--- config.mk ---
export PLATFORM = sky130hd
export DESIGN_NAME = brbc_ctrl
export DESIGN_NICKNAME = d
export VERILOG_FILES = /design/src/rtl/brbc_pkg.sv /design/src/rtl/brbc_bound.sv /design/src/rtl/brbc_ctrl.sv /design/src/rtl/brbc_fifo2.sv
export SDC_FILE = /design/constraint.sdc
export NUM_CORES = 1
export LEC_CHECK = 0
export BUFFER_PORTS_ARGS = -buffer_cell sky130_fd_sc_hd__buf_2
export CAP_MARGIN = 20
export CELL_PAD_IN_SITES_DETAIL_PLACEMENT = 1
export CELL_PAD_IN_SITES_GLOBAL_PLACEMENT = 2
export CORE_MARGIN = 4
export CORE_UTILIZATION = 44
export DETAILED_ROUTE_END_ITERATION = 10
export PLACE_DENSITY = 0.74
export SYNTH_ARGS = -nofsm -noshare
export SYNTH_HDL_FRONTEND = slang
export SYNTH_SLANG_ARGS = --single-unit
--- constraint.sdc ---
create_clock -name SYS_CLK -period 4.25 [get_ports SYS_CLK]
set_input_delay 0.425 -clock SYS_CLK [delete_from_list [all_inputs] [get_ports SYS_CLK]]
set_output_delay 0.425 -clock SYS_CLK [all_outputs]
set_load 0.005 [all_outputs]
--- src/rtl/brbc_pkg.sv ---
// Purpose: constants and types shared by the burst boundary control block
// Assumes: dword addresses, pci command encodings, one clock domain
// Notes: offsets are configuration-space byte offsets
package brbc_pkg;
  // bus commands
  localparam logic [3:0] CMD_IO_RD = 4'h2;
  localparam logic [3:0] CMD_IO_WR = 4'h3;
  localparam logic [3:0] CMD_MEM_RD = 4'h6;
  localparam logic [3:0] CMD_MEM_WR = 4'h7;
  localparam logic [3:0] CMD_CFG_RD = 4'ha;
  localparam logic [3:0] CMD_CFG_WR = 4'hb;
  localparam logic [3:0] CMD_MRM = 4'hc;
  localparam logic [3:0] CMD_MRL = 4'he;
  localparam logic [3:0] CMD_MWI = 4'hf;
  // configuration offsets
  localparam logic [7:0] OFS_CLS = 8'h0c;
  localparam logic [7:0] OFS_CHIP_CTRL = 8'h40;
  localparam logic [7:0] OFS_STATUS = 8'h44;
  // field positions in bridge_chip_control
  localparam int BIT_MW_DISC = 1;
  localparam int BIT_PF_DIS = 2;
  // values after reset
  localparam logic [7:0] CHIP_CTRL_RST = 8'h00;
  localparam logic [7:0] CLS_RST = 8'h00;
  // widths and counts
  localparam int ADDR_W = 30;
  localparam int FIFO_W = 38;
  localparam logic [5:0] PW_DEPTH = 6'h20;
  localparam logic [5:0] MWI_MIN_FREE = 6'h08;
  localparam logic [7:0] LS_MAX = 8'h10;
  localparam logic [3:0] BE_ALL = 4'hf;
  // state encodings
  typedef enum logic [1:0] {W_IDLE, W_POST, W_DEL} brbc_wst_t;
  typedef enum logic [1:0] {WM_4K, WM_LINE, WM_16, WM_MWI} brbc_wmode_t;
  typedef enum logic [1:0] {R_IDLE, R_FETCH, R_DONE} brbc_rst_t;
  typedef enum logic [2:0] {RM_ONE, RM_LINE, RM_16, RM_2ND, RM_FULL} brbc_rmode_t;
endpackage

--- src/rtl/brbc_bound.sv ---
// Purpose: aligned boundary detection for one dword address
// Assumes: line size in dwords, as programmed
// Notes: purely combinational, one copy per address stream
`timescale 1ns/1ps
`default_nettype none
module brbc_bound
  import brbc_pkg::*;
(
  // address and line size
  input wire logic [ADDR_W-1:0] addr,
  input wire logic [7:0] ls,
  // results
  output logic ls_ok,
  output logic ls_small,
  output logic end_line,
  output logic end_16,
  output logic end_4k
);
  logic [7:0] mask;

  // line size check and boundary compares
  always_comb begin
    mask = ls - 8'h01;
    ls_ok = (ls != 8'h00) && ((ls & mask) == 8'h00) && (ls <= LS_MAX);
    ls_small = ls_ok && (ls != LS_MAX);
    end_line = ((addr[7:0] & mask) == mask);
    end_16 = &addr[3:0];
    end_4k = &addr[9:0];
  end
endmodule
`default_nettype wire

--- src/rtl/brbc_ctrl.sv ---
// Purpose: write disconnect and read prefetch policy of a pci bridge
// Assumes: all inputs come from logic on SYS_CLK
// Notes: answers appear one clock after the request is taken
`timescale 1ns/1ps
`default_nettype none
module brbc_ctrl
  import brbc_pkg::*;
(
  // clock, reset, enable
  input wire logic SYS_CLK,
  input wire logic RST,
  input wire logic CE,
  // configuration access
  input wire logic [7:0] CFG_ADDR,
  input wire logic CFG_WE,
  input wire logic [7:0] CFG_WDATA,
  output logic [7:0] CFG_RDATA,
  // enables and queue state from elsewhere
  input wire logic CMD_FB2B_EN,
  input wire logic BRC_FB2B_EN,
  input wire logic DQ_FULL,
  // write requests from the initiator bus
  input wire logic W_START,
  input wire logic [3:0] W_CMD,
  input wire logic [ADDR_W-1:0] W_ADDR,
  input wire logic W_UP,
  input wire logic W_FAST,
  input wire logic W_VALID,
  input wire logic [31:0] W_DATA,
  input wire logic [3:0] W_BE,
  input wire logic W_LAST,
  // write answers
  output logic W_RETRY,
  output logic W_ACK,
  output logic W_DISC,
  output logic DW_QUEUE,
  // posted data toward the target bus
  output logic PO_VALID,
  output logic [31:0] PO_DATA,
  output logic [3:0] PO_BE,
  output logic PO_FIRST,
  output logic PO_FB2B,
  input wire logic PO_READY,
  // read requests and target progress
  input wire logic R_START,
  input wire logic [3:0] R_CMD,
  input wire logic [ADDR_W-1:0] R_ADDR,
  input wire logic [3:0] R_BE,
  input wire logic R_UP,
  input wire logic R_PREF_SPACE,
  input wire logic RT_VALID,
  input wire logic RT_DISC,
  input wire logic RQ_FULL,
  input wire logic FT_MODE,
  input wire logic I_FRAME_END,
  input wire logic RD_EMPTY,
  // read answers
  output logic RT_PREF,
  output logic [3:0] RT_BE,
  output logic RT_STOP,
  output logic RI_DISC,
  output logic RD_DISCARD
);
  typedef struct packed {
    logic [7:0] ctrl;
    logic [7:0] line_size_value;
    logic [7:0] rdata;
    brbc_wst_t wst;
    brbc_wmode_t wmode;
    logic [ADDR_W-1:0] waddr;
    logic wfirst;
    logic wfb2b;
    logic [5:0] used;
    logic [4:0] wp;
    logic [4:0] rp;
    logic w_retry;
    logic w_ack;
    logic w_disc;
    logic dw_q;
    brbc_rst_t rst;
    brbc_rmode_t rmode;
    logic [ADDR_W-1:0] raddr;
    logic rlines;
    logic rt_pref;
    logic [3:0] rt_be;
    logic rt_stop;
    logic ri_disc;
    logic rd_discard;
  } brbc_st_t;
  brbc_st_t s_reg;
  brbc_st_t s_next;

  logic w_ls_ok;
  logic w_ls_small;
  logic w_end_line;
  logic w_end_16;
  logic w_end_4k;
  logic r_ls_ok;
  logic r_ls_small;
  logic r_end_line;
  logic r_end_16;
  logic r_end_4k;
  logic push;
  logic pop;
  logic fin_ready;
  logic po_valid;
  logic [FIFO_W-1:0] po_word;
  logic [5:0] free;
  logic [5:0] free_after;
  logic wstop;
  logic pref;
  logic rhit;
  // posted write data buffer, one word per accepted dword
  logic [FIFO_W-1:0] pw_mem [32];

  // boundary checks on the running write and read addresses
  brbc_bound u_wb (
    .addr(s_reg.waddr),
    .ls(s_reg.line_size_value),
    .ls_ok(w_ls_ok),
    .ls_small(w_ls_small),
    .end_line(w_end_line),
    .end_16(w_end_16),
    .end_4k(w_end_4k)
  );
  brbc_bound u_rb (
    .addr(s_reg.raddr),
    .ls(s_reg.line_size_value),
    .ls_ok(r_ls_ok),
    .ls_small(r_ls_small),
    .end_line(r_end_line),
    .end_16(r_end_16),
    .end_4k(r_end_4k)
  );

  // output stage fed from the posted buffer, a target stall backs up the buffer
  brbc_fifo2 #(
    .W(FIFO_W)
  ) u_po (
    .clk(SYS_CLK),
    .rst(RST),
    .ce(CE),
    .in_valid(pop),
    .in_data(pw_mem[s_reg.rp]),
    .in_ready(fin_ready),
    .out_valid(po_valid),
    .out_data(po_word),
    .out_ready(PO_READY)
  );

  // next-state logic
  always_comb begin
    s_next = s_reg;
    s_next.w_retry = 1'b0;
    s_next.w_ack = 1'b0;
    s_next.w_disc = 1'b0;
    s_next.dw_q = 1'b0;
    s_next.rd_discard = 1'b0;
    pop = (s_reg.used != 6'h00) && fin_ready;
    free = PW_DEPTH - s_reg.used;
    free_after = free - 6'h01;
    push = 1'b0;
    wstop = 1'b0;
    pref = 1'b0;
    rhit = 1'b0;

    // configuration writes
    if (CFG_WE && CFG_ADDR == OFS_CHIP_CTRL) begin
      s_next.ctrl = CFG_WDATA;
    end
    if (CFG_WE && CFG_ADDR == OFS_CLS) begin
      s_next.line_size_value = CFG_WDATA;
    end
    // configuration reads, status shows buffer use and busy states
    case (CFG_ADDR)
      OFS_CHIP_CTRL: s_next.rdata = s_reg.ctrl;
      OFS_CLS: s_next.rdata = s_reg.line_size_value;
      OFS_STATUS: s_next.rdata = {s_reg.rst != R_IDLE, s_reg.wst != W_IDLE, s_reg.used};
      default: s_next.rdata = 8'h00;
    endcase

    // write side
    case (s_reg.wst)
      W_IDLE: begin
        if (W_START && (W_CMD == CMD_IO_WR || W_CMD == CMD_CFG_WR)) begin
          if (DQ_FULL) begin
            s_next.w_retry = 1'b1;
          end else begin
            s_next.wst = W_DEL;
          end
        end else if (W_START && (W_CMD == CMD_MEM_WR || W_CMD == CMD_MWI)) begin
          if (free == 6'h00 || (W_FAST && !fin_ready)) begin
            s_next.w_retry = 1'b1;
          end else begin
            s_next.wst = W_POST;
            s_next.waddr = W_ADDR;
            s_next.wfirst = 1'b1;
            s_next.wfb2b = W_UP ? CMD_FB2B_EN : BRC_FB2B_EN;
            if (W_CMD == CMD_MWI && w_ls_ok) begin
              s_next.wmode = w_ls_small ? WM_MWI : WM_16;
            end else if (s_reg.ctrl[BIT_MW_DISC] && w_ls_ok) begin
              s_next.wmode = WM_LINE;
            end else begin
              s_next.wmode = WM_4K;
            end
          end
        end
      end
      W_DEL: begin
        if (W_VALID && !s_reg.w_ack) begin
          s_next.w_ack = 1'b1;
          s_next.w_disc = 1'b1;
          s_next.dw_q = 1'b1;
          s_next.wst = W_IDLE;
        end
      end
      W_POST: begin
        if (W_VALID && !s_reg.w_ack && free != 6'h00) begin
          push = 1'b1;
          s_next.w_ack = 1'b1;
          s_next.wfirst = 1'b0;
          s_next.waddr = s_reg.waddr + 30'h1;
          case (s_reg.wmode)
            WM_LINE: wstop = w_end_line;
            WM_16: wstop = w_end_16;
            WM_MWI: wstop = w_end_line && (free_after < MWI_MIN_FREE);
            default: wstop = w_end_4k;
          endcase
          if (free_after == 6'h00) begin
            wstop = 1'b1;
          end
          s_next.w_disc = wstop && !W_LAST;
          if (wstop || W_LAST) begin
            s_next.wst = W_IDLE;
          end
        end
      end
      default: s_next.wst = W_IDLE;
    endcase
    s_next.used = s_reg.used + {5'h00, push} - {5'h00, pop};
    if (push) begin
      s_next.wp = s_reg.wp + 5'h01;
    end
    if (pop) begin
      s_next.rp = s_reg.rp + 5'h01;
    end

    // read side
    case (s_reg.rst)
      R_IDLE: begin
        if (R_START) begin
          if (R_CMD == CMD_MRL || R_CMD == CMD_MRM) begin
            pref = 1'b1;
          end else if (R_CMD == CMD_MEM_RD) begin
            pref = R_UP ? !s_reg.ctrl[BIT_PF_DIS] : R_PREF_SPACE;
          end
          s_next.rt_pref = pref;
          s_next.rt_be = pref ? BE_ALL : R_BE;
          if (!pref) begin
            s_next.rmode = RM_ONE;
          end else if (R_CMD == CMD_MRM) begin
            s_next.rmode = r_ls_small ? RM_2ND : RM_FULL;
          end else begin
            s_next.rmode = r_ls_small ? RM_LINE : RM_16;
          end
          s_next.raddr = R_ADDR;
          s_next.rlines = 1'b0;
          s_next.rt_stop = 1'b0;
          s_next.ri_disc = 1'b0;
          s_next.rst = R_FETCH;
        end
      end
      R_FETCH: begin
        if (RT_VALID) begin
          s_next.raddr = s_reg.raddr + 30'h1;
          if (r_end_line) begin
            s_next.rlines = 1'b1;
          end
          if (FT_MODE && s_reg.rmode != RM_ONE) begin
            rhit = r_end_4k;
          end else begin
            case (s_reg.rmode)
              RM_LINE: rhit = r_end_line;
              RM_16: rhit = r_end_16;
              RM_2ND: rhit = r_end_line && s_reg.rlines;
              RM_FULL: rhit = 1'b0;
              default: rhit = 1'b1;
            endcase
          end
        end
        if (FT_MODE && I_FRAME_END) begin
          rhit = 1'b1;
        end
        if (RQ_FULL || RT_DISC) begin
          rhit = 1'b1;
        end
        if (rhit) begin
          s_next.rt_stop = 1'b1;
          s_next.ri_disc = 1'b1;
          s_next.rst = R_DONE;
        end
      end
      R_DONE: begin
        if (I_FRAME_END) begin
          s_next.rd_discard = !RD_EMPTY;
          s_next.rt_stop = 1'b0;
          s_next.ri_disc = 1'b0;
          s_next.rt_pref = 1'b0;
          s_next.rst = R_IDLE;
        end
      end
      default: s_next.rst = R_IDLE;
    endcase
  end

  // state register, frozen while CE is low
  always_ff @(posedge SYS_CLK) begin
    if (RST) begin
      s_reg <= '0;
      s_reg.ctrl <= CHIP_CTRL_RST;
      s_reg.line_size_value <= CLS_RST;
    end else if (CE) begin
      s_reg <= s_next;
    end
  end

  // buffer write, frozen with the rest of the state
  always_ff @(posedge SYS_CLK) begin
    if (CE && push) begin
      pw_mem[s_reg.wp] <= {W_DATA, W_BE, s_reg.wfirst, s_reg.wfb2b};
    end
  end

  // outputs straight from state
  assign CFG_RDATA = s_reg.rdata;
  assign W_RETRY = s_reg.w_retry;
  assign W_ACK = s_reg.w_ack;
  assign W_DISC = s_reg.w_disc;
  assign DW_QUEUE = s_reg.dw_q;
  assign PO_VALID = po_valid;
  assign PO_DATA = po_word[37:6];
  assign PO_BE = po_word[5:2];
  assign PO_FIRST = po_word[1];
  assign PO_FB2B = po_word[0];
  assign RT_PREF = s_reg.rt_pref;
  assign RT_BE = s_reg.rt_be;
  assign RT_STOP = s_reg.rt_stop;
  assign RI_DISC = s_reg.ri_disc;
  assign RD_DISCARD = s_reg.rd_discard;
endmodule
`default_nettype wire

--- src/rtl/brbc_fifo2.sv ---
// Purpose: two-entry buffer with valid and ready on both sides
// Assumes: head always in entry 0
// Notes: outputs come from flip-flops
`timescale 1ns/1ps
`default_nettype none
module brbc_fifo2 #(
  parameter int W = 8
) (
  // clock and reset
  input wire logic clk,
  input wire logic rst,
  input wire logic ce,
  // fill side
  input wire logic in_valid,
  input wire logic [W-1:0] in_data,
  output logic in_ready,
  // drain side
  output logic out_valid,
  output logic [W-1:0] out_data,
  input wire logic out_ready
);
  typedef struct packed {
    logic [1:0][W-1:0] mem;
    logic v0;
    logic v1;
  } brbc_fifo_st_t;
  brbc_fifo_st_t s_reg;
  brbc_fifo_st_t s_next;

  // pop shifts entry 1 down, push fills the first free entry
  always_comb begin
    s_next = s_reg;
    if (s_reg.v0 && out_ready) begin
      s_next.mem[0] = s_reg.mem[1];
      s_next.v0 = s_reg.v1;
      s_next.v1 = 1'b0;
    end
    if (in_valid && !s_reg.v1) begin
      if (s_next.v0) begin
        s_next.mem[1] = in_data;
        s_next.v1 = 1'b1;
      end else begin
        s_next.mem[0] = in_data;
        s_next.v0 = 1'b1;
      end
    end
  end

  // state register
  always_ff @(posedge clk) begin
    if (rst) begin
      s_reg <= '0;
    end else if (ce) begin
      s_reg <= s_next;
    end
  end

  assign in_ready = !s_reg.v1;
  assign out_valid = s_reg.v0;
  assign out_data = s_reg.mem[0];
endmodule
`default_nettype wire

* After elaboration in Yosys (flattened, before gate mapping)
Memories as Yosys holds them, arrays and structs flattened. A register that Yosys moved wholly into a read port is not among the register bits. Index checks and enable logic that the tools add are counted.
Cells by class: add/sub/neg operators 9, order comparisons 2, equality and inequality tests 38, muxes and demuxes 68, bitwise gates (word level) 5, reductions and logical operators 65
Operators with widths (number):
- one-hot mux 31 bit (2 select lines) | 2
- 2-to-1 mux 40 bit | 2
- 2-to-1 mux 36 bit | 2
- 2-to-1 mux 31 bit | 2
- adder 30 x 1 -> 30 bit, second input constant | 2
- 2-to-1 mux 43 bit | 1
- 2-to-1 mux 39 bit | 1
- 2-to-1 mux 32 bit | 1
- 2-to-1 mux 1 bit | 30
- bitwise AND 8 bit | 3
- one-hot mux 8 bit (3 select lines) | 1
- 2-to-1 mux 2 bit | 11
- logical AND 1 bit | 21
- != test 2 bit, second input constant | 10
- AND reduction 10 bit | 2
- AND reduction 4 bit | 5
- one-hot mux 2 bit (3 select lines) | 3
- == test 4 bit, second input constant | 4
- == test 8 x 7 -> 1 bit, second input constant | 2
- == test 8 bit | 2
- 2-to-1 mux 3 bit | 5
- AND reduction 5 bit | 3
- logical NOT 6 bit | 2
- nonzero test 6 bit | 2
- 37 further kinds | 68
Word-level totals: bits in registers 202, memory bits (writable) 1216, output and inout bits 59, word-level logic and storage cells 216, memories 1
Memories:
- pw_mem | words 32, bits a word 38, read ports 1, clocked after memory_dff 1, write ports 1, line brbc_ctrl.sv:114 | logic [FIFO_W-1:0] pw_mem [32];

* Longest topological paths before layout
Gate-level depths: netlist of the first run.
depth in word-level cells 12, depth in mapped cells 18, depth with buffers taken out 17

* By module
Synthesis of the first run repeated with hierarchy kept, for this count alone.
Second synthesis, totals: cell total of the unflattened synthesis 3195, area total of the unflattened synthesis 57626.5 um^2
Modules (own cells, without submodules):
- brbc_ctrl | times used 1, cells an instance 2689, area an instance 53351.2 um^2, seq. area each 39077.5 um^2
- brbc_fifo2 | times used 1, cells an instance 436, area an instance 3744.8 um^2, seq. area each 1561.5 um^2
- brbc_bound | times used 2, cells an instance 35, area an instance 265.3 um^2, seq. area each 0.0 um^2

* Worst setup path after synthesis of the first run
Ideal clock, no wire load.
path kind register to register, start point reg s_reg[59] (netlist bit), end point mem pw_mem[31][0] (enable), library setup time 0.433 ns, arrival 3.495 ns, setup slack 0.322 ns, stages on the path, launching flop included 11, buffers on the path 2, period minus slack after synthesis 3.928 ns, path through dfxtp_1 > inv_1 > ha_1 > nor2b_2 > mux2i_1 > o21a_2 > o211a_1 > clkbuf_1 > nand2_1 > clkbuf_1 > nor2_1
On the way: cells in the longest elaborated chain, start to end 8
Ends and longest elaborated chain:
- start, declared | line brbc_ctrl.sv:90 | brbc_st_t s_reg;
- start signal, assigned | line brbc_ctrl.sv:323 | s_reg <= s_next;
- subtractor 6 bit | line brbc_ctrl.sv:160 | free = PW_DEPTH - s_reg.used;
- nonzero test 6 bit | line brbc_ctrl.sv:218 | if (W_VALID && !s_reg.w_ack && free != 6'h00) begin
- logical AND 1 bit | line brbc_ctrl.sv:218
- 2-to-1 mux 1 bit | line brbc_ctrl.sv:218
- 2-to-1 mux 1 bit | line brbc_ctrl.sv:183 | case (s_reg.wst)
- logical AND 1 bit | line brbc_ctrl.sv:329 | if (CE && push) begin
- 2-to-1 mux 1 bit | line brbc_ctrl.sv:329
- 2-to-1 mux 1 bit (implied by the code) | line brbc_ctrl.sv:330 | pw_mem[s_reg.wp] <= {W_DATA, W_BE, s_reg.wfirst, s_reg.wfb2b};
- end, declared | line brbc_ctrl.sv:114
No other way between the ends.

* Worst setup path in the final report of the first run
start point reg s_reg[59] (netlist bit), end point reg s_reg[63] (netlist bit)
On the way: cells in the longest elaborated chain, start to end 7, elaborated cells between the ends (all ways) 9, classes of those cells 3 x add/sub; 2 x mux; 4 x reduce/logical
Ends and longest elaborated chain:
- subtractor 6 bit | line brbc_ctrl.sv:160
- nonzero test 6 bit | line brbc_ctrl.sv:218
- logical AND 1 bit | line brbc_ctrl.sv:218
- 2-to-1 mux 1 bit | line brbc_ctrl.sv:218
- 2-to-1 mux 1 bit | line brbc_ctrl.sv:183
- adder 6 x 1 -> 6 bit | line brbc_ctrl.sv:240 | s_next.used = s_reg.used + {5'h00, push} - {5'h00, pop};
- subtractor 6 x 1 -> 6 bit * | line brbc_ctrl.sv:240
Mark *: on every way between the ends. The rest lies on a longest branch, timed or not. A chain may end at the register's enable or synchronous reset.

==> results of run 1 <==
-- metrics by stage --
step / worst slack (ns) / hold WS (ns) / power [W] / util (%)
2_1_floorplan: 0.3219 / 0.4413 / 0.01881 / -
3_3_place_gp: 0.4772 / 0.4479 / 0.02006 / 47.18
3_5_place_dp: 0.3539 / 0.4655 / 0.02023 / 47.18
4_1_cts: 0.3406 / 0.003369 / 0.03238 / 51.10
5_1_grt: 0.1161 / 0.03067 / 0.03329 / 51.11
6_report: 0.3892 / 0.05528 / 0.03203 / 51.12
-- cells by family (layout without fill, tap and decap cells) --
logic type      after synthesis  in the layout  share of synthesized area (%)
compound gates              271            271                          3.441
xor+xnor                     15             15                         0.2427
fa+ha+maj                    34             34                         0.7996
buf+inv                     239            598                          2.103
flops                      1382           1382                          73.58
mux                         447            447                          17.05
other cells                   0              5                              0
simple gates                315            315                          2.780
-- worst register-to-register path, cell delays in order (launching register included) --
cell      delay [ns]
dfxtp_1         0.49
inv_1           0.16
ha_1            0.39
nor4b_1         0.40
a41oi_2         0.11
or2_4           0.31
and2_4          0.17
inv_2           0.08
ha_1            0.19
inv_1           0.06
ha_1            0.28
a21oi_1         0.18
o21bai_1        0.12
a21oi_1         0.17
nor2_1          0.08
or3_1           0.32
a311oi_1        0.27
-- placed cells by master, fill, tap and decap left out, drive strengths merged, types with 5 or more instances in the layout --
master and n:
edfxtp 1216, mux4 380, buf 285, clkbuf 180, dfxtp 166, nor2 160, mux2i 63, clkinv 63
o21ai 56, a211oi 45, a22oi 42, nand2 39, a21oi 39, inv 38, ha 33, dlygate4sd3 24
nor3 16, nand3 16, a31oi 14, or3 13, nand4 11, o22ai 10, a311oi 10, nand2b 9
and3 9, xor2 8, nor4 8, xnor2 7, a222oi 7, a2bb2oi 7, o211ai 6, bufinv 6
diode 5, nor2b 5
-- repair_timing --
item,CTS,global route
hold buffers,24,0
resized for setup,0,1
hold endpoints to repair,32,0
endpoints found under the setup margin,0,1
-- power groups by stage --
stage / logic [W] / registers [W] / clock network, W
2_1_floorplan: 0.00353 / 0.0153 / 0
3_3_place_gp: 0.00462 / 0.0154 / 0
3_5_place_dp: 0.00477 / 0.0155 / 0
4_1_cts: 0.00482 / 0.0152 / 0.0124
5_1_grt: 0.00511 / 0.0152 / 0.0130
6_report: 0.00474 / 0.0152 / 0.0121
-- worst max path at each step --
stage | startpoint | end
final | s_reg[59] | s_reg[63]
after global routing | s_reg[59] | s_reg[63]
after CTS | s_reg[61] | s_reg[63]
after detailed placement | s_reg[61] | s_reg[63]
after global placement | s_reg[61] | s_reg[63]
after floorplan | s_reg[59] | pw_mem[31][0]
-- cell usage after synthesis, types with 4 or more instances --
library cell / instances / area, µm²
o22ai_1: 10 / 62.56
and4_1: 4 / 35.03
mux2_2: 4 / 45.04
xnor2_1: 7 / 61.31
nand3_1: 16 / 80.08
xor2_1: 8 / 70.07
clkbuf_1: 108 / 405.4
nor4_1: 7 / 43.79
nand4_1: 11 / 68.82
a21oi_1: 39 / 195.2
buf_2: 40 / 200.2
or3_1: 13 / 81.33
a311oi_1: 10 / 87.58
buf_4: 49 / 367.9
a2bb2oi_1: 7 / 61.31
o211ai_1: 6 / 45.04
a222oi_1: 7 / 70.07
mux4_2: 380 / 8558
ha_1: 33 / 412.9
nand2_1: 39 / 146.4
o21ai_0: 55 / 275.3
buf_1: 9 / 33.78
mux2i_1: 63 / 630.6
dfxtp_1: 166 / 3323
inv_1: 30 / 112.6
a211oi_1: 45 / 337.8
nor2b_1: 4 / 25.02
nor3_1: 16 / 80.08
nor2_1: 160 / 600.6
a31oi_1: 14 / 87.58
a22oi_1: 42 / 315.3
and3_1: 9 / 56.30
nand2b_1: 9 / 56.30
edfxtp_1: 1216 / 36520
-- layer usage --
metal  global-route usage (%)  vias to the layer above  routed length, µm
li1                         -                    11647                  -
met1                    29.48                    14900              56490
met2                    37.55                     1077              71400
met3                    4.419                      211              10270
met4                    6.289                       10               3698
met5                        0                        -                 59
-- layout make-up --
cell class | instances | area, µm²
Fill cell | 10935 | 59660
Sequential cell | 1382 | 39860
Multi-Input combinational cell | 1082 | 13430
Clock buffer | 180 | 3938
Timing Repair Buffer | 309 | 2382
Tap cell | 1625 | 2033
Clock inverter | 77 | 604.3
Inverter | 32 | 120.1
Antenna cell | 5 | 12.51
==> key figures, run 1 <==
Synthesis
  – Synthesized flop and latch total: 1382
  – Netlist Area Pre-Place: 54140 µm²
  – EDFF count, synth: 1216
  – Ys async rst share: 0%
  – Top_reg_cell synth: edfxtp_1
  – Cells after synthesis: 2703
  – Syn nets: 2883
  – Unique masters post-synth: 76
  – Syn Area/Cell: 20.03 µm²
  – Synth warnings: 0
  – Sequential share of the synthesized area: 73.58%

Clock network
  – Clock Sinks: 1382
  – Num CTS Buffers: 144
  – CTS root buffer: clkbuf_16
  – H-tree depth: 4
  – TritonCTS clock tree: yes
  – Clock-pin slew on the worst setup and hold paths: 0.06 ns
  – Clk Latency, worst-skew pair: 0.75 ns
  – # Post-CTS Setup Buffers: 0
  – CTS Buffer Depth: 3

Placed design
  – Gpl congestion: 0.7774
  – Dpl cells: 4405
  – Buffers on Ports: 164
  – DP HPWL: 83.70 mm
  – Dpl cell area: 57580 µm²

Critical path
  – RR Endpoint: s_reg[63]
  – Crit Path Max Fanout: 13
  – Worst setup SP type: register
  – Type of the worst setup path: reg -> reg
  – Slowest CP cell: dfxtp_1
  – CP delay by family, top: simple AND/OR/NAND/NOR gates
  – Worst R2R Setup Slack: 0.39 ns
  – Worst EP required: 4.90 ns
  – Arrival @ worst endpoint: 4.51 ns
  – Reg2Reg Depth: 16
  – CP bufs+invs: 3
  – Most frequent cell on the critical path: ha_1
  – Worst path depth: 16
  – CP Cell Sequence: inv_1 > ha_1 > nor4b_1 > a41oi_2 > or2_4 > and2_4 > inv_2 > ha_1 > inv_1 > ha_1 > a21oi_1 > o21bai_1 > a21oi_1 > nor2_1 > or3_1 > a311oi_1
  – R2R Path Start: s_reg[59]
  – CP endpoint kind: register
  – Slowest cell delay on critical path: 0.49 ns

Outcome
  – Status: finished clean

Routing
  – Router iterations before antenna repair: 7
  – Remaining DRCs: 0
  – DR vias: 27845
  – WL final: 141.9 mm
  – Antenna viol nets, final: 0
  – Drt initial violations: 2893
  – Number of vias per cell: 5.935
  – Wirelength per Cell: 30.25 µm

Die
  – Top Ports: 205
  – Row count: 128
  – Die area: 128700 µm²
  – Initial Util: 44.37%
  – Die W: 358.8 µm
  – DIE HEIGHT: 358.8 µm
  – Core ar.: 122000 µm²

STA
  – Fin crit share: 90.84%
  – Slew HR: 27.33%
  – Clk_skew: 0.03250 ns
  – Fmax: 259.0 MHz
  – Setup violators final: 0
  – Setup TNS Final: 0 ns
  – Fin crit period: 3.861 ns
  – Max-slew violation total from the final report: 0
  – RSZ-0062 raised after global routing: no
  – Worst slew pin tran: 1.089 ns
  – Fin. Hold Viols: 0

Cells and area
  – Finished Cell Area: 62380 µm²
  – Max reg flops: 1216
  – Post-layout net count: 3131
  – Layout Cells excl Fill: 4692
  – Area Overhead vs Synth: 15.22%
  – Share of cells above drive strength 1: 30.27%

Power
  – LEAKAGE: 19.42 nW
  – Max IR drop VDD: 0.3907 mV
  – Power Dens Cells: 513.5 nW/µm²
  – Sw frac: 24.19%
  – Int Pwr: 0.02428 W
  – Psw: 0.007749 W
  – Seq pwr share: 47.4%
  – Power share of the combinational group: 14.8%
  – Clock power frac: 37.8%

Min path
  – Hold Crit Depth: 3
  – Min-Delay Startpoint: R_ADDR[4]
  – Hold endpoint: s_reg[13]
  – Worst Hold Class: in -> reg

Global route
  – Vias in the first global route: 29746
  – Gr ovfl total: 0
  – Global-route wire length before repair: 205.9 mm
  – GRT Util Overall: 22.20%
  – Initial antenna violation count: 14
  – Largest net degree at the start of global routing: 74

Run
  – Maxcap violations: 0
Power figures use the tool's default switching activity.
==> run 2, diff against run 1 <==
--- a/config.mk
+++ b/config.mk
@@ -13,6 +13,7 @@
 export CORE_UTILIZATION = 44
 export DETAILED_ROUTE_END_ITERATION = 10
 export PLACE_DENSITY = 0.74
+export REMOVE_ABC_BUFFERS = 1
 export SYNTH_ARGS = -nofsm -noshare
 export SYNTH_HDL_FRONTEND = slang
 export SYNTH_SLANG_ARGS = --single-unit
==> key figures, run 2 (synthesis gave the netlist of run 1 again) <==
Min path
  – Worst Hold Class: in -> reg (unchanged)

STA
  – Fin crit period: 3.706 ns (was 3.861 ns)
  – Worst hold slack: 0.07581 ns (was 0.05528 ns)
  – Setup violators final: 0 (unchanged)
  – Slew HR: 29.71% (was 27.33%)
  – Fin. Hold Viols: 0 (unchanged)
  – Fin crit share: 87.19% (was 90.84%)
  – Max-slew violation total from the final report: 0 (unchanged)
  – Worst slew pin tran: 1.054 ns (was 1.089 ns)
  – Clk_skew: 0.03667 ns (was 0.03250 ns)
  – Fmax: 269.8 MHz (was 259.0 MHz)
  – RSZ-0062 raised after global routing: no (unchanged)

Routing
  – WL final: 140.6 mm (was 141.9 mm)
  – Remaining DRCs: 0 (unchanged)
  – Drt initial violations: 3018 (was 2893)
  – Antenna viol nets, final: 0 (unchanged)
  – DR vias: 27701 (was 27845)
  – Wirelength per Cell: 29.84 µm (was 30.25 µm)
  – Number of vias per cell: 5.878 (was 5.935)
  – Router iterations before antenna repair: 5 (was 7)

Critical path
  – CP endpoint kind: register (unchanged)
  – Slowest CP cell: dfxtp_1 (unchanged)
  – Worst setup SP type: register (unchanged)
  – Arrival @ worst endpoint: 4.36 ns (was 4.51 ns)
  – Slowest cell delay on critical path: 0.52 ns (was 0.49 ns)
  – CP Cell Sequence: inv_1 > ha_1 > nor4b_1 > a41oi_2 > or2_4 > and2_4 > inv_2 > ha_1 > inv_1 > ha_1 > a21oi_1 > o21bai_1 > a21oi_1 > nor2_1 > or3_1 > a311oi_1 (unchanged)
  – Crit Path Max Fanout: 6 (was 13)
  – Most frequent cell on the critical path: ha_1 (unchanged)
  – Type of the worst setup path: reg -> reg (unchanged)
  – Worst EP required: 4.91 ns (was 4.90 ns)

Global route
  – Vias in the first global route: 29794 (was 29746)
  – Largest net degree at the start of global routing: 71 (was 74)
  – Gr ovfl total: 0 (unchanged)
  – Global-route wire length before repair: 205.9 mm (unchanged)
  – Initial antenna violation count: 7 (was 14)
  – GRT Util Overall: 22.13% (was 22.20%)

Clock network
  – Clock Sinks: 1382 (unchanged)
  – CTS Buffer Depth: 3 (unchanged)
  – Clk Latency, worst-skew pair: 0.79 ns (was 0.75 ns)
  – # Post-CTS Setup Buffers: 0 (unchanged)
  – H-tree depth: 4 (unchanged)
  – Cts hold-fix bufs: 31 (was 24)
  – CTS root buffer: clkbuf_16 (unchanged)
  – Post-cts repair resize count: 0 (unchanged)
  – Clock-pin slew on the worst setup and hold paths: 0.06 ns (about the same)
  – Num CTS Buffers: 147 (was 144)
  – TritonCTS clock tree: yes (unchanged)

Placed design
  – Buffers on Ports: 164 (unchanged)
  – Dpl cells: 4404 (was 4405)
  – DP HPWL: 82.38 mm (was 83.70 mm)
  – Dpl cell area: 57630 µm² (was 57580 µm²)
  – Gpl congestion: 0.7930 (was 0.7774)

Cells and area
  – Fill cells: 10862 (was 10935)
  – Most common cell after layout, fill and taps aside: edfxtp_1 (unchanged)
  – Share of cells above drive strength 1: 30.25% (was 30.27%)
  – Finished Cell Area: 62850 µm² (was 62380 µm²)
  – Most frequent cells in the layout: 1216 x edfxtp_1, 380 x mux4_2, 163 x buf_2, 161 x dfxtp_1, 151 x clkbuf_16 (was 1216 x edfxtp_1, 380 x mux4_2, 164 x buf_2, 160 x dfxtp_1, 151 x clkbuf_16)
  – Area of the multi-input gates: 13430 µm² (unchanged)
  – Reg area: 39860 µm² (about the same)
  – Area Overhead vs Synth: 16.08% (was 15.22%)
  – Max reg flops: 1216 (unchanged)
  – Layout Cells excl Fill: 4713 (was 4692)
  – Post-layout net count: 3141 (was 3131)

Power
  – LEAKAGE: 19.58 nW (was 19.42 nW)
  – Final Power: 0.03273 W (was 0.03203 W)
  – Max IR drop VDD: 0.3875 mV (was 0.3907 mV)
  – Power Dens Cells: 520.8 nW/µm² (was 513.5 nW/µm²)

Die
  – Core ar.: 122000 µm² (unchanged)
  – DIE HEIGHT: 358.8 µm (unchanged)
  – Top Ports: 205 (unchanged)
  – Row count: 128 (unchanged)
  – Die W: 358.8 µm (unchanged)
  – Die area: 128700 µm² (unchanged)
  – Initial Util: 44.37% (unchanged)

Run
  – Maxcap violations: 0 (unchanged)

Outcome
  – Status: finished clean (unchanged)
-- run 2: final timing paths --
path                start           end  slack (ns)  cells after the start
max             s_reg[59]     s_reg[63]        0.54                     16
min             R_ADDR[4]     s_reg[13]        0.08                      3
max reg2reg     s_reg[59]     s_reg[63]        0.54                     16
min reg2reg  CFG_RDATA[7]  CFG_RDATA[7]        0.48                      2
-- run 2: cell type report --
class,count,area share [%]
flip-flops and latches,1382,63.42
repair buffers,316,4.055
clock buffers,203,6.403
multi-input cells,1082,21.37
inverters,32,0.1911
clock inverters,69,1.308
diodes,4,0.01593
well taps,1625,3.235
-- run 2: metrics by stage --
step | utilization [%] | setup TNS (ns) | setup WS (ns)
5_1_grt | 51.49 | 0 | 0.3474
3_3_place_gp | 47.22 | 0 | 0.5337
4_1_cts | 51.45 | 0 | 0.5505
6_report | 51.50 | 0 | 0.5442
2_1_floorplan | - | -736.37 | -9.714
3_5_place_dp | 47.22 | 0 | 0.5372
-- run 2: where the power goes --
| group | switching, W | internal (W) | total, W |
|---|---|---|---|
| registers | 0.000228 | 0.0149 | 0.0151 |
| logic | 0.00240 | 0.00242 | 0.00482 |
| clock network | 0.00534 | 0.00743 | 0.0128 |
-- run 2: critical path: cells and delay by family (launching register included) --
family	cells	cell delay, ns
AOI/OAI and AO/OA	5	0.87
buffers and inverters	3	0.31
adders and majority gates	3	0.71
DFF	1	0.52
and+or+nand+nor	5	1.19
-- run 2: routing by layer --
metal / GRT usage [%] / part of all wire, %
met5: 0 / 0.033
met4: 6.813 / 2.3
met3: 3.703 / 5.6
met2: 38.18 / 51
met1: 28.95 / 41
